## src/hdl/cbt_pkg.sv

```systemverilog
/*
 * Shared constants and types of the CAN bit timing, transmit priority and
 * DLC filter block. Assumes a single 10 MHz clock domain.
 */
package cbt_pkg;

    // Register byte offsets on the AXI4-Lite bus
    localparam logic [7:0] CBT_NOM_OFS = 8'h00;
    localparam logic [7:0] CBT_DAT_OFS = 8'h04;
    localparam logic [7:0] CBT_GCF_OFS = 8'h08;
    localparam logic [7:0] CBT_STS_OFS = 8'h0C;

    // nominal_bit_config_low fields (segment fields hold length - 1)
    localparam int CBT_NOM_BRP_POS = 0;
    localparam int CBT_NOM_TS1_POS = 10;
    localparam int CBT_NOM_TS2_POS = 18;
    localparam int CBT_NOM_SJW_POS = 25;
    // data_bit_config_low fields
    localparam int CBT_DAT_BRP_POS = 0;
    localparam int CBT_DAT_TS1_POS = 8;
    localparam int CBT_DAT_TS2_POS = 13;
    localparam int CBT_DAT_SJW_POS = 17;
    // global_config_low fields
    localparam int CBT_GCF_PRI_POS = 0;
    localparam int CBT_GCF_DCE_POS = 1;
    localparam int CBT_GCF_DRE_POS = 2;
    localparam int CBT_GCF_DPH_POS = 3;
    localparam int CBT_GCF_LNK_POS = 4;

    // Reset values: 9 Tq nominal bit, 5 Tq data bit, prescaler ratio 1
    localparam logic [31:0] CBT_NOM_RST = 32'h0004_1400;
    localparam logic [31:0] CBT_DAT_RST = 32'h0000_2100;
    localparam logic [31:0] CBT_GCF_RST = 32'h0000_0000;

    localparam logic [1:0] CBT_RESP_OKAY   = 2'h0;
    localparam logic [1:0] CBT_RESP_SLVERR = 2'h2;

    localparam int CBT_MAX_BYTES = 64;

    typedef enum logic [1:0] {
        CBT_P_IDLE = 2'b01,
        CBT_P_BUSY = 2'b10
    } cbt_pri_t;

    typedef struct packed {
        logic [3:0]                   dlc;
        logic [3:0]                   rule_dlc;
        logic [CBT_MAX_BYTES*8-1:0]   data;
    } cbt_rx_t;

    typedef struct packed {
        logic [3:0]                   dlc;
        logic [CBT_MAX_BYTES*8-1:0]   data;
    } cbt_store_t;

    // Payload length in bytes for a DLC code
    function automatic logic [6:0] cbt_dlc_len(input logic [3:0] dlc);
        logic [6:0] len;
        case (dlc)
            4'h9: len = 7'h0C;
            4'hA: len = 7'h10;
            4'hB: len = 7'h14;
            4'hC: len = 7'h18;
            4'hD: len = 7'h20;
            4'hE: len = 7'h30;
            4'hF: len = 7'h40;
            default: len = {3'h0, dlc};
        endcase
        return len;
    endfunction

endpackage

```

## src/hdl/cbt_tq_gen.sv

```systemverilog
/*
 * Time quantum generator: one tick every (field + 1) clocks.
 * Assumes the field is stable except in reset modes; restart re-phases.
 */
`timescale 1ns/100ps
module cbt_tq_gen
    import cbt_pkg::*;
#(
    parameter int W = 10
) (
    input  wire logic         aclk,
    input  wire logic         aresetn,
    input  wire logic [W-1:0] ratio_field,
    input  wire logic         restart,
    output logic              tq_tick
);

    typedef struct packed {
        logic [W-1:0] cnt;
        logic         tick;
        logic [W-1:0] gap;
        logic         clean;
    } cbt_tq_st_t;

    cbt_tq_st_t s_q;
    cbt_tq_st_t s_d;

    always_comb begin
        s_d      = s_q;
        s_d.tick = 1'b0;
        // Quantum = input clock divided by prescaler ratio
        if (restart) begin
            s_d.cnt = '0;
        end else if (s_q.cnt == ratio_field) begin
            s_d.cnt  = '0;
            s_d.tick = 1'b1;
        end else begin
            s_d.cnt = s_q.cnt + 1'b1;
        end
        s_d.gap   = s_q.tick ? '0 : s_q.gap + 1'b1;
        s_d.clean = ~restart & (s_q.tick | s_q.clean);
    end

    always_ff @(posedge aclk) begin
        if (!aresetn) begin
            s_q <= '0;
        end else begin
            s_q <= s_d;
        end
    end

    assign tq_tick = s_q.tick;
endmodule

```

## src/hdl/cbt_top.sv

```systemverilog
/*
 * CAN global block: bit timing, transmit priority selection, DLC check
 * and replacement, with AXI4-Lite registers. Assumes all inputs are
 * synchronous to aclk and configuration changes only in reset modes.
 */
// Our own choices: the AXI4-Lite slave port and the register offsets.
// Operation
// - Each bit is sync segment, then time segment one, then time segment two.
// - Time quantum is the CAN clock divided by the prescaler ratio.
// - Hard sync on recessive-to-dominant edge during interframe space.
// - Nominal prescaler ratio is 10-bit field plus one.
// - Data prescaler ratio is 8-bit field plus one, same formula.
// - One priority method setting shared by all channels.
// - ID mode: arbitration order over buffers and oldest FIFO entry.
// - ID mode: equal identifiers go lowest-numbered buffer first.
// - Buffer mode: lowest-numbered pending buffer goes first.
// - Buffer mode: linked FIFO takes its linked buffer's number.
// - Priority is re-evaluated after lost arbitration or error.
// - DLC filtering only on accepted frames and only when enabled.
// - Received DLC below rule DLC is discarded as a DLC error.
// - DLC replacement acts only while the DLC check is enabled.
// - Replacement stores rule DLC and zeroes bytes beyond its length.
// - Without replacement every received data byte is stored.
// - Rule DLC of zero stores the frame with its own DLC.
`timescale 1ns/100ps
module cbt_top
    import cbt_pkg::*;
#(
    parameter int NTX = 4,
    parameter int IW  = $clog2(NTX + 1)
) (
    input  wire logic                  aclk,
    input  wire logic                  aresetn,
    input  wire logic [7:0]            awaddr,
    input  wire logic                  awvalid,
    output logic                       awready,
    input  wire logic [31:0]           wdata,
    input  wire logic [3:0]            wstrb,
    input  wire logic                  wvalid,
    output logic                       wready,
    output logic [1:0]                 bresp,
    output logic                       bvalid,
    input  wire logic                  bready,
    input  wire logic [7:0]            araddr,
    input  wire logic                  arvalid,
    output logic                       arready,
    output logic [31:0]                rdata,
    output logic [1:0]                 rresp,
    output logic                       rvalid,
    input  wire logic                  rready,
    input  wire logic                  rx_in,
    input  wire logic                  bus_idle,
    output logic                       sample_pulse,
    output logic                       sample_bit,
    output logic                       bit_start,
    output logic                       hard_sync,
    input  wire logic [NTX-1:0]        tx_req,
    input  wire logic [NTX-1:0][28:0]  tx_id,
    input  wire logic                  fifo_valid,
    input  wire logic [28:0]           fifo_id,
    input  wire logic                  tx_start,
    input  wire logic                  tx_retry,
    input  wire logic                  tx_done,
    output logic                       sel_valid,
    output logic [IW-1:0]              sel_idx,
    output logic [28:0]                sel_id,
    output logic                       fifo_pop,
    input  wire logic                  rx_valid,
    input  wire cbt_rx_t               rx_frame,
    output logic                       st_valid,
    output cbt_store_t                 st_frame,
    output logic                       dlc_err
);

    typedef struct packed {
        logic        aw_got;
        logic        w_got;
        logic [7:0]  awaddr;
        logic [31:0] wdata;
        logic [3:0]  wstrb;
        logic        awready;
        logic        wready;
        logic        bvalid;
        logic [1:0]  bresp;
        logic        arready;
        logic        rvalid;
        logic [31:0] rdata;
        logic [1:0]  rresp;
        logic [31:0] nom;
        logic [31:0] dat;
        logic [31:0] gcf;
        logic        rx_prev;
        logic [8:0]  cnt;
        logic        sample;
        logic        sbit;
        logic        bstart;
        logic        hsync;
        cbt_pri_t    pri;
        logic        sel_valid;
        logic [IW-1:0] sel_idx;
        logic [28:0] sel_id;
        logic        fifo_pop;
        logic        st_valid;
        cbt_store_t  st;
        logic        dlc_err;
        logic [15:0] err_cnt;
    } cbt_st_t;

    cbt_st_t s_q;
    cbt_st_t s_d;

    // Register index: 0..3 mapped, 4 unmapped
    function automatic logic [2:0] reg_sel(input logic [7:0] a);
        logic [2:0] r;
        r = 3'h4;
        if (a == CBT_NOM_OFS) begin
            r = 3'h0;
        end else if (a == CBT_DAT_OFS) begin
            r = 3'h1;
        end else if (a == CBT_GCF_OFS) begin
            r = 3'h2;
        end else if (a == CBT_STS_OFS) begin
            r = 3'h3;
        end
        return r;
    endfunction

    function automatic logic [31:0] merge(input logic [31:0] o,
                                          input logic [31:0] n,
                                          input logic [3:0]  b);
        logic [31:0] m;
        m = o;
        for (int i = 0; i < 4; i++) begin
            if (b[i]) begin
                m[i*8 +: 8] = n[i*8 +: 8];
            end
        end
        return m;
    endfunction

    // Bit timing selection; data phase uses the data prescaler
    logic        data_ph;
    logic [9:0]  brp;
    logic [8:0]  ts1;
    logic [8:0]  total;
    logic        fall;
    logic        tq_tick;
    logic        cfg_wr;

    always_comb begin
        data_ph = s_q.gcf[CBT_GCF_DPH_POS];
        if (data_ph) begin
            brp   = {2'b00, s_q.dat[CBT_DAT_BRP_POS +: 8]};
            ts1   = {4'h0, s_q.dat[CBT_DAT_TS1_POS +: 5]} + 9'd1;
            total = ts1 + {5'h0, s_q.dat[CBT_DAT_TS2_POS +: 4]} + 9'd2;
        end else begin
            brp   = s_q.nom[CBT_NOM_BRP_POS +: 10];
            ts1   = {1'b0, s_q.nom[CBT_NOM_TS1_POS +: 8]} + 9'd1;
            total = ts1 + {2'b00, s_q.nom[CBT_NOM_TS2_POS +: 7]} + 9'd2;
        end
        fall = s_q.rx_prev & ~rx_in;
        cfg_wr = s_q.aw_got & s_q.w_got & ~s_q.bvalid;
    end

    cbt_tq_gen #(.W (10)) u_tq (
        .aclk        (aclk),
        .aresetn     (aresetn),
        .ratio_field (brp),
        .restart     (fall & bus_idle | cfg_wr),
        .tq_tick     (tq_tick)
    );

    // Transmit priority candidate search, FIFO is candidate NTX
    logic            best_v;
    logic [IW-1:0]   best_i;
    logic [28:0]     best_id;
    logic [28+IW:0]  best_k;
    logic [28+IW:0]  key;
    logic            pend;
    logic [28:0]     cid;
    logic [IW-1:0]   prio;

    always_comb begin
        best_v  = 1'b0;
        best_i  = '0;
        best_id = '0;
        best_k  = '0;
        key     = '0;
        pend    = 1'b0;
        cid     = '0;
        prio    = '0;
        for (int i = 0; i <= NTX; i++) begin
            if (i < NTX) begin
                pend = tx_req[i];
                cid  = tx_id[i];
                prio = IW'(i);
            end else begin
                // Only the oldest FIFO entry is offered
                pend = fifo_valid;
                cid  = fifo_id;
                prio = s_q.gcf[CBT_GCF_LNK_POS +: IW];
            end
            // One global method bit for all channels
            if (s_q.gcf[CBT_GCF_PRI_POS]) begin
                key = {29'h0, prio};
            end else begin
                key = {cid, IW'(i)};
            end
            // Strict compare: earlier buffer wins ties
            if (pend && (!best_v || key < best_k)) begin
                best_v  = 1'b1;
                best_k  = key;
                best_i  = IW'(i);
                best_id = cid;
            end
        end
    end

    logic [6:0] rule_len;

    always_comb begin
        s_d = s_q;
        rule_len = cbt_dlc_len(rx_frame.rule_dlc);

        // AXI4-Lite write channel, address and data in either order
        if (awvalid && s_q.awready) begin
            s_d.aw_got = 1'b1;
            s_d.awaddr = awaddr;
        end
        if (wvalid && s_q.wready) begin
            s_d.w_got = 1'b1;
            s_d.wdata = wdata;
            s_d.wstrb = wstrb;
        end
        if (s_q.bvalid && bready) begin
            s_d.bvalid = 1'b0;
        end
        if (s_q.aw_got && s_q.w_got && !s_q.bvalid) begin
            s_d.aw_got = 1'b0;
            s_d.w_got  = 1'b0;
            s_d.bvalid = 1'b1;
            s_d.bresp  = CBT_RESP_OKAY;
            case (reg_sel(s_q.awaddr))
                3'h0: s_d.nom = merge(s_q.nom, s_q.wdata, s_q.wstrb);
                3'h1: s_d.dat = merge(s_q.dat, s_q.wdata, s_q.wstrb);
                3'h2: s_d.gcf = merge(s_q.gcf, s_q.wdata, s_q.wstrb);
                3'h3: s_d.bresp = CBT_RESP_OKAY;
                default: s_d.bresp = CBT_RESP_SLVERR;
            endcase
        end
        s_d.awready = ~s_d.aw_got & ~s_d.bvalid;
        s_d.wready  = ~s_d.w_got & ~s_d.bvalid;

        // AXI4-Lite read channel
        if (s_q.rvalid && rready) begin
            s_d.rvalid = 1'b0;
        end
        if (arvalid && s_q.arready) begin
            s_d.rvalid = 1'b1;
            s_d.rresp  = CBT_RESP_OKAY;
            case (reg_sel(araddr))
                3'h0: s_d.rdata = s_q.nom;
                3'h1: s_d.rdata = s_q.dat;
                3'h2: s_d.rdata = s_q.gcf;
                3'h3: s_d.rdata = {s_q.err_cnt, 7'h00, s_q.cnt};
                default: begin
                    s_d.rdata = 32'h0000_0000;
                    s_d.rresp = CBT_RESP_SLVERR;
                end
            endcase
        end
        s_d.arready = ~s_d.rvalid;

        // Bit position counter in quanta, 0 is the sync segment
        s_d.rx_prev = rx_in;
        s_d.sample  = 1'b0;
        s_d.bstart  = 1'b0;
        s_d.hsync   = 1'b0;
        if (fall && bus_idle) begin
            // Edge marks the sync quantum; restart at segment one
            s_d.cnt   = 9'd1;
            s_d.hsync = 1'b1;
        end else if (cfg_wr) begin
            s_d.cnt = '0; // Re-phase so a shorter bit never overshoots
        end else if (tq_tick) begin
            if (s_q.cnt == total - 9'd1) begin
                s_d.cnt    = '0;
                s_d.bstart = 1'b1;
            end else begin
                s_d.cnt = s_q.cnt + 9'd1;
            end
            // Sample after sync plus segment one quanta
            if (s_q.cnt == ts1) begin
                s_d.sample = 1'b1;
                s_d.sbit   = rx_in;
            end
        end

        // Priority engine; selection frozen while a frame is on the bus
        s_d.fifo_pop = 1'b0;
        case (s_q.pri)
            CBT_P_IDLE: begin
                s_d.sel_valid = best_v;
                s_d.sel_idx   = best_i;
                s_d.sel_id    = best_id;
                if (tx_start && s_q.sel_valid) begin
                    s_d.pri       = CBT_P_BUSY;
                    s_d.sel_valid = s_q.sel_valid;
                    s_d.sel_idx   = s_q.sel_idx;
                    s_d.sel_id    = s_q.sel_id;
                    // Next FIFO entry competes once sending begins
                    s_d.fifo_pop  = (s_q.sel_idx == IW'(NTX));
                end
            end
            CBT_P_BUSY: begin
                if (tx_retry || tx_done) begin
                    // Fresh search before any resend
                    s_d.pri       = CBT_P_IDLE;
                    s_d.sel_valid = 1'b0;
                end
            end
            default: s_d.pri = CBT_P_IDLE;
        endcase

        // DLC check and replacement on accepted frames
        s_d.st_valid = 1'b0;
        s_d.dlc_err  = 1'b0;
        if (rx_valid) begin
            if (!s_q.gcf[CBT_GCF_DCE_POS] || rx_frame.rule_dlc == 4'h0) begin
                // No filtering, own DLC, all bytes
                s_d.st_valid = 1'b1;
                s_d.st.dlc   = rx_frame.dlc;
                s_d.st.data  = rx_frame.data;
            end else if (rx_frame.dlc < rx_frame.rule_dlc) begin
                s_d.dlc_err = 1'b1;
                s_d.err_cnt = s_q.err_cnt + 16'h0001;
            end else if (s_q.gcf[CBT_GCF_DRE_POS]) begin
                s_d.st_valid = 1'b1;
                s_d.st.dlc   = rx_frame.rule_dlc;
                for (int b = 0; b < CBT_MAX_BYTES; b++) begin
                    s_d.st.data[b*8 +: 8] = (7'(b) < rule_len) ?
                        rx_frame.data[b*8 +: 8] : 8'h00;
                end
            end else begin
                s_d.st_valid = 1'b1;
                s_d.st.dlc   = rx_frame.dlc;
                s_d.st.data  = rx_frame.data;
            end
        end
    end

    always_ff @(posedge aclk) begin
        if (!aresetn) begin
            s_q      <= '0;
            s_q.nom  <= CBT_NOM_RST;
            s_q.dat  <= CBT_DAT_RST;
            s_q.gcf  <= CBT_GCF_RST;
            s_q.pri  <= CBT_P_IDLE;
            s_q.rx_prev <= 1'b1;
        end else begin
            s_q <= s_d;
        end
    end

    assign awready      = s_q.awready;
    assign wready       = s_q.wready;
    assign bvalid       = s_q.bvalid;
    assign bresp        = s_q.bresp;
    assign arready      = s_q.arready;
    assign rvalid       = s_q.rvalid;
    assign rdata        = s_q.rdata;
    assign rresp        = s_q.rresp;
    assign sample_pulse = s_q.sample;
    assign sample_bit   = s_q.sbit;
    assign bit_start    = s_q.bstart;
    assign hard_sync    = s_q.hsync;
    assign sel_valid    = s_q.sel_valid;
    assign sel_idx      = s_q.sel_idx;
    assign sel_id       = s_q.sel_id;
    assign fifo_pop     = s_q.fifo_pop;
    assign st_valid     = s_q.st_valid;
    assign st_frame     = s_q.st;
    assign dlc_err      = s_q.dlc_err;
endmodule

```

## config.mk

```make
export PLATFORM = sky130hd
export DESIGN_NAME = cbt_top
export DESIGN_NICKNAME = d
export VERILOG_FILES = /design/src/hdl/cbt_pkg.sv /design/src/hdl/cbt_tq_gen.sv /design/src/hdl/cbt_top.sv
export SDC_FILE = /design/constraint.sdc
export NUM_CORES = 2
export LEC_CHECK = 0
export ABC_AREA = 0
export BUFFER_PORTS_ARGS = -buffer_cell sky130_fd_sc_hd__buf_2
export CAP_MARGIN = 20
export CORE_AREA = 2 2 517 519
export CTS_CLUSTER_DIAMETER = 60
export CTS_CLUSTER_SIZE = 24
export DETAILED_ROUTE_END_ITERATION = 10
export DIE_AREA = 0 0 519 521
export REMOVE_ABC_BUFFERS = 1
export SLEW_MARGIN = 15
export SYNTH_ARGS = -nofsm -noshare
export SYNTH_HDL_FRONTEND = slang
export SYNTH_SLANG_ARGS = --single-unit
```

## constraint.sdc

```tcl
create_clock -name aclk -period 11.7 [get_ports aclk]
set_clock_uncertainty 0.2 [all_clocks]
set_input_delay 1.755 -clock aclk [delete_from_list [all_inputs] [get_ports aclk]]
set_output_delay 1.755 -clock aclk [all_outputs]
set_load 0.1 [all_outputs]
```

After elaboration in Yosys (flattened, before gate mapping)
Cells that the tools add are included.
- register bits: 778
- bits in latches: 0
- bits in writable memories: 0
- bits in read-only memories: 0
- input bits: 735
- output and inout port bits: 597
- memories kept: 0
- add/sub/neg operators: 10
- multiply operators: 0
- divide/modulo/power cells: 0
- magnitude comparators: 69
- equality and inequality tests: 29
- shift-type cells: 0
- mux-type cells: 127
- bitwise gates (word level): 20
- reductions and logical operators: 59
- operators by type and width (cell ; number):
    517-bit two-way mux ; 2
    516-bit two-way mux ; 1
    8-bit two-way mux ; 64
    32-bit two-way mux ; 9
    6-bit by 7-bit less-than comparator with 1-bit output (first input constant) ; 32
    29-bit two-way mux ; 5
    32-bit less-than comparator ; 4
    32-bit case mux with 4 select lines ; 1
    5-bit by 7-bit less-than comparator with 1-bit output (first input constant) ; 16
    4-bit by 7-bit less-than comparator with 1-bit output (first input constant) ; 8
    7-bit case mux with 7 select lines ; 1
    3-bit two-way mux ; 15
    3-bit AND reduction ; 15
    36-bit two-way mux ; 1
    35-bit two-way mux ; 1
    8-bit by 4-bit == test with 1-bit output (second input constant) ; 4
    4-bit == test (second input constant) ; 7
    3-bit by 7-bit less-than comparator with 1-bit output (first input constant) ; 4
    9-bit two-way mux ; 3
    9-bit == test ; 2
    17-bit two-way mux ; 1
    16-bit by 1-bit adder with 16-bit output (second input constant) ; 1
    8-bit by 3-bit == test with 1-bit output (second input constant) ; 2
    8-bit zero test ; 2
    40 further kinds ; 113

Longest topological paths before layout
- depth in word-level cells: 20
- gate-level depth with buffers: 49

Modules after synthesis
A second synthesis with hierarchy kept.
- cell total of the unflattened synthesis: 4480
- area total of the unflattened synthesis: 40309.9 um^2
- modules (own cells, without submodules) (module ; instances ; cells each ; area each (um^2)):
    cbt_top ; 1 ; 4420 ; 39754.4
    cbt_tq_gen ; 1 ; 60 ; 555.5

Least setup slack after synthesis
OpenSTA, ideal clock, no wires.
- path kind: input port to flip-flop
- from: input port tx_req[0]
- to: register s_q (netlist bit sel_id[22])
- arrival time: 11.329 ns
- required time: 11.381 ns
- path slack: 0.052 ns
- stages: 48
- path buffers: 9
- cells stage by stage: buf_2 -> nor2b_1 -> clkbuf_1 -> buf_1 -> nand2_1 -> ha_1 -> a21oi_1 -> o21ai_1 -> a2111oi_2 -> a2bb2oi_1 -> nor2_1 -> buf_2 -> buf_2 -> mux2i_1 -> nand2b_1 -> ha_1 -> a21oi_1 -> a21oi_1 -> [... 12 more ...] -> o211ai_1 -> or2_2 -> o41a_1 -> buf_2 -> mux2_1 -> or2_2 -> ha_1 -> a21o_1 -> a21o_1 -> a21oi_1 -> o21ai_0 -> a21oi_1 -> o2111a_1 -> nor3b_1 -> a221oi_4 -> buf_2 -> o21ai_0 -> o21ai_1
- cells in the longest elaborated chain, start to end: 17
- RTL lines (what ; RTL line ; source):
    start: declaration ; cbt_top.sv:57 ; input wire logic [NTX-1:0] tx_req,
    32-bit two-way mux or 1-bit two-way mux (tied branches) ; cbt_top.sv:210 ; if (pend && (!best_v || key < best_k)) begin
    32-bit less-than comparator or 1-bit zero test (tied branches) ; cbt_top.sv:210 ;
    1-bit logical OR ; cbt_top.sv:210 ;
    1-bit logical AND ; cbt_top.sv:210 ;
    32-bit two-way mux or 1-bit two-way mux (tied branches) ; cbt_top.sv:210 ;
    32-bit less-than comparator or 1-bit zero test (tied branches) ; cbt_top.sv:210 ;
    1-bit logical OR ; cbt_top.sv:210 ;
    1-bit logical AND ; cbt_top.sv:210 ;
    32-bit two-way mux or 1-bit two-way mux (tied branches) ; cbt_top.sv:210 ;
    32-bit less-than comparator or 1-bit zero test (tied branches) ; cbt_top.sv:210 ;
    1-bit logical OR ; cbt_top.sv:210 ;
    1-bit logical AND ; cbt_top.sv:210 ;
    32-bit two-way mux or 1-bit two-way mux (tied branches) ; cbt_top.sv:210 ;
    32-bit less-than comparator or 1-bit zero test (tied branches) ; cbt_top.sv:210 ;
    1-bit logical OR ; cbt_top.sv:210 ;
    1-bit logical AND ; cbt_top.sv:210 ;
    29-bit two-way mux * ; cbt_top.sv:210 ;
    end: declaration ; cbt_top.sv:109 ; cbt_st_t s_q;
Every way passes the cells marked *; elsewhere a longest branch is shown, timed or not.
A chain may end at the register's enable or synchronous reset.

Final worst setup path
- from: input port tx_req[0]
- to: register s_q (netlist bit sel_id[0])
Same word-level chain as after synthesis.

==> results.ini <==
[setup_path]
worstPathArrival_ps = 11590
path_common_cell = buf_4
critPathMaxFanout = 28
crit_type = in2reg
critical-path-max-stage-delay_ps = 360
start_kind = primary input
critPathCaptureType = register
reg2reg_slack_ps = 1150
slowest_stage = a2111oi_4
crit_required_ps = 12180

[sta]
layout_min_cycle_time_ps = 11100
layout_setup_ws_ps = 597
relSlewSlack_pct = 24.7
hold_slack_ps = 247
setup_viol = 0
worstMarginPinSlew_ps = 1130
post-route-period-util_pct = 94.9
hold_violations = 0
rsz0062_at_grt = no
finalSetupTns_ps = 0
timing.fmax_mhz = 90.1
drv_slew = 0

[grt]
grt_usage_pct = 18.4
grt_start_max_net_pins = 176
grt_pass1_wl_microns = 332000
antenna_found_initial = 224
grt_pass1_vias = 33300
grt.overflow.total = 0

[final_layout]
areaGrowthSynthToFinish_pct = 26.3
drive_gt1_share_pct = 33.7
fillers = 29800
multiInputGateArea_sq_mm = 0.0192
final_cell_area_sq_mm = 0.0510
stdcell_count = 8866
seqCellArea_sq_mm = 0.0155
nNetsFinal = 6069

[detailed_routing]
post_drt_wl_per_cell_microns = 29.5
drt_iter0_markers = 2948
route.vias.total = 35800
drt_pre_antenna_iters = 6
finalWirelength_microns = 262000
drc = 0
post_drt_via_cell_ratio = 4.04
antenna_left = 0

[synthesis]
synth_area_leaders = dfxtp_1 38%, buf_4 11%, nor2b_1 10%
synthArstFlopShare_pct = 0
synth_edf_count = 0
post_synth.cell_area_avg_sq_um = 9.01
synth_top_area_cell = dfxtp_1
synth.cell_area_sq_mm = 0.0404
syn_inst = 4478
synth_top_area_share_pct = 38.5
synth.distinct_cells = 72
yosysWarnings = 0
synth_common_cells = 776 x dfxtp_1, 663 x nor2b_1, 587 x buf_4
synth-seq-cells = 776
ys_seq_area_share_pct = 38.5
synth_ff_type = dfxtp_1
synth.most_common_cell = dfxtp_1

[power_and_ir_drop]
ir_worst_vdd_v = 0.000138
seq_power_share_pct = 33.7
pwr_density_cell_mw_per_mm2 = 167
swShare_pct = 39.0
clockPowerShare_pct = 39.8
intPower_mw = 5.19
leakagePower_nw = 22.5
pwr-share-comb_pct = 26.5
p_sw_mw = 3.32

[placed_design]
dp_hpwl_microns = 223000
place_area_sq_mm = 0.0472
place_inst = 8613
io_buffers = 1329
place_ws_ps = -275
gp_congestion = 1.03

[clock_tree]
cts_tree = built
clk_latency_ps = 840
path_clk_slew_ps = 70
cts_hold_buf = 0
cts_buffers = 102
root_buffer = clkbuf_16
cts_max_level = 3
clock_sinks = 776
clockBufferDepth = 4

[outcome]
status = completed

[floorplanning]
rows = 189
start_util_pct = 15.3
io_pins = 1332
dieArea_sq_mm = 0.270
die_h_microns = 521
die_width_microns = 519
core_sq_mm = 0.264

[run]
max-cap-violations = 0

[min_path]
hp-class = reg2reg

[cell families (layout without fill, tap and decap cells)]
| logic type | count (synthesis) | after routing | share of synthesized area [%] |
|---|---|---|---|
| AO/OA/AOI/OAI | 872 | 872 | 15.5 |
| XOR/XNOR | 78 | 78 | 1.69 |
| adder cells (fa/ha/maj) | 147 | 147 | 4.59 |
| buffers and inverters | 954 | 1739 | 14.4 |
| flip-flops | 776 | 776 | 38.5 |
| multiplexers | 233 | 233 | 6.02 |
| other | 1 | 71 | 0.00929 |
| AND/OR/NAND/NOR | 1417 | 1417 | 19.2 |
[power groups by stage]
stage / Sequential, mW / Clock (mW) / Combinational [mW]
floorplan: 3.81 / 0 / 0.566
global placement: 2.92 / 0 / 2.24
detailed placement: 2.92 / 0 / 2.24
CTS: 2.86 / 3.49 / 2.25
global route: 2.88 / 3.58 / 2.37
finish: 2.87 / 3.38 / 2.26
[sequential cells by signal, indices dropped and copies added (netlist names), 3 cells and up]
signal and count:
sel_id 29, rdata 32, st_frame 516, sel_idx 3, u_tq.s_q 10, prio 3
s_q 166
[area by class of cell]
cell class | instances | area share (%)
repair buffers | 1472 | 15.3
flip-flops and latches | 776 | 30.5
clock buffers | 111 | 5.15
well taps | 3533 | 8.67
diodes | 69 | 0.339
multi-input cells | 2749 | 37.6
clock inverters | 70 | 1.84
inverters | 86 | 0.633
[critical path, delay by kind of cell]
kind | cells | cell delay, ps
muxes | 4 | 940
buffers and inverters | 13 | 2200
and+or+nand+nor | 13 | 2310
adders and majority gates | 4 | 1170
AOI/OAI and AO/OA | 17 | 3200
[cell usage in the layout (no fill, tap or decap), drive strengths merged, types with 7 or more instances in the layout]
cell type / count
mux2: 48
clkbuf: 112
nand4: 28
nor2: 116
nor2b: 663
and2: 76
nand2: 300
nand3: 59
xnor2: 49
clkinv: 24
a21boi: 73
nor3b: 9
a22oi: 501
o21ai: 118
dfxtp: 776
ha: 145
o21a: 10
nand2b: 31
and4: 9
xor2: 29
nor3: 28
buf: 1471
diode: 69
inv: 119
and3: 18
clkinvlp: 7
or2: 59
mux2i: 182
nor4: 11
a21o: 22
a211oi: 8
o211ai: 8
a21oi: 61
a222oi: 22
[through the flow]
step                utilization, %  total power, mW
finish                        19.3             8.51
global route                  19.3             8.83
CTS                           19.2             8.60
detailed placement            17.8             5.16
global placement              17.8             5.16
floorplan                        -             4.38
[worst paths after layout]
| path | from | to | depth (start not counted) |
|---|---|---|---|
| max | tx_req[0] | sel_id[0] | 51 |
| min | s_q[765] | wready | 1 |
| max reg2reg | s_q[584] | sel_id[0] | 50 |
| min reg2reg | s_q[765] | wready | 1 |
[metal layers]
layer,up-vias,share of wire (%),GRT usage (%)
met5,-,0.21,0.737
met4,82,6.0,9.54
met3,613,13,10.3
met2,1839,42,27.5
met1,16900,38,20.9
li1,16400,-,-
[timing repair]
| item | 4_1_cts | 5_1_grt |
|---|---|---|
| endpoints found under the setup margin | 0 | 32 |
| gates resized for setup | 0 | 18 |
| setup buffers | 0 | 1 |
Power figures use the tool's default switching activity.
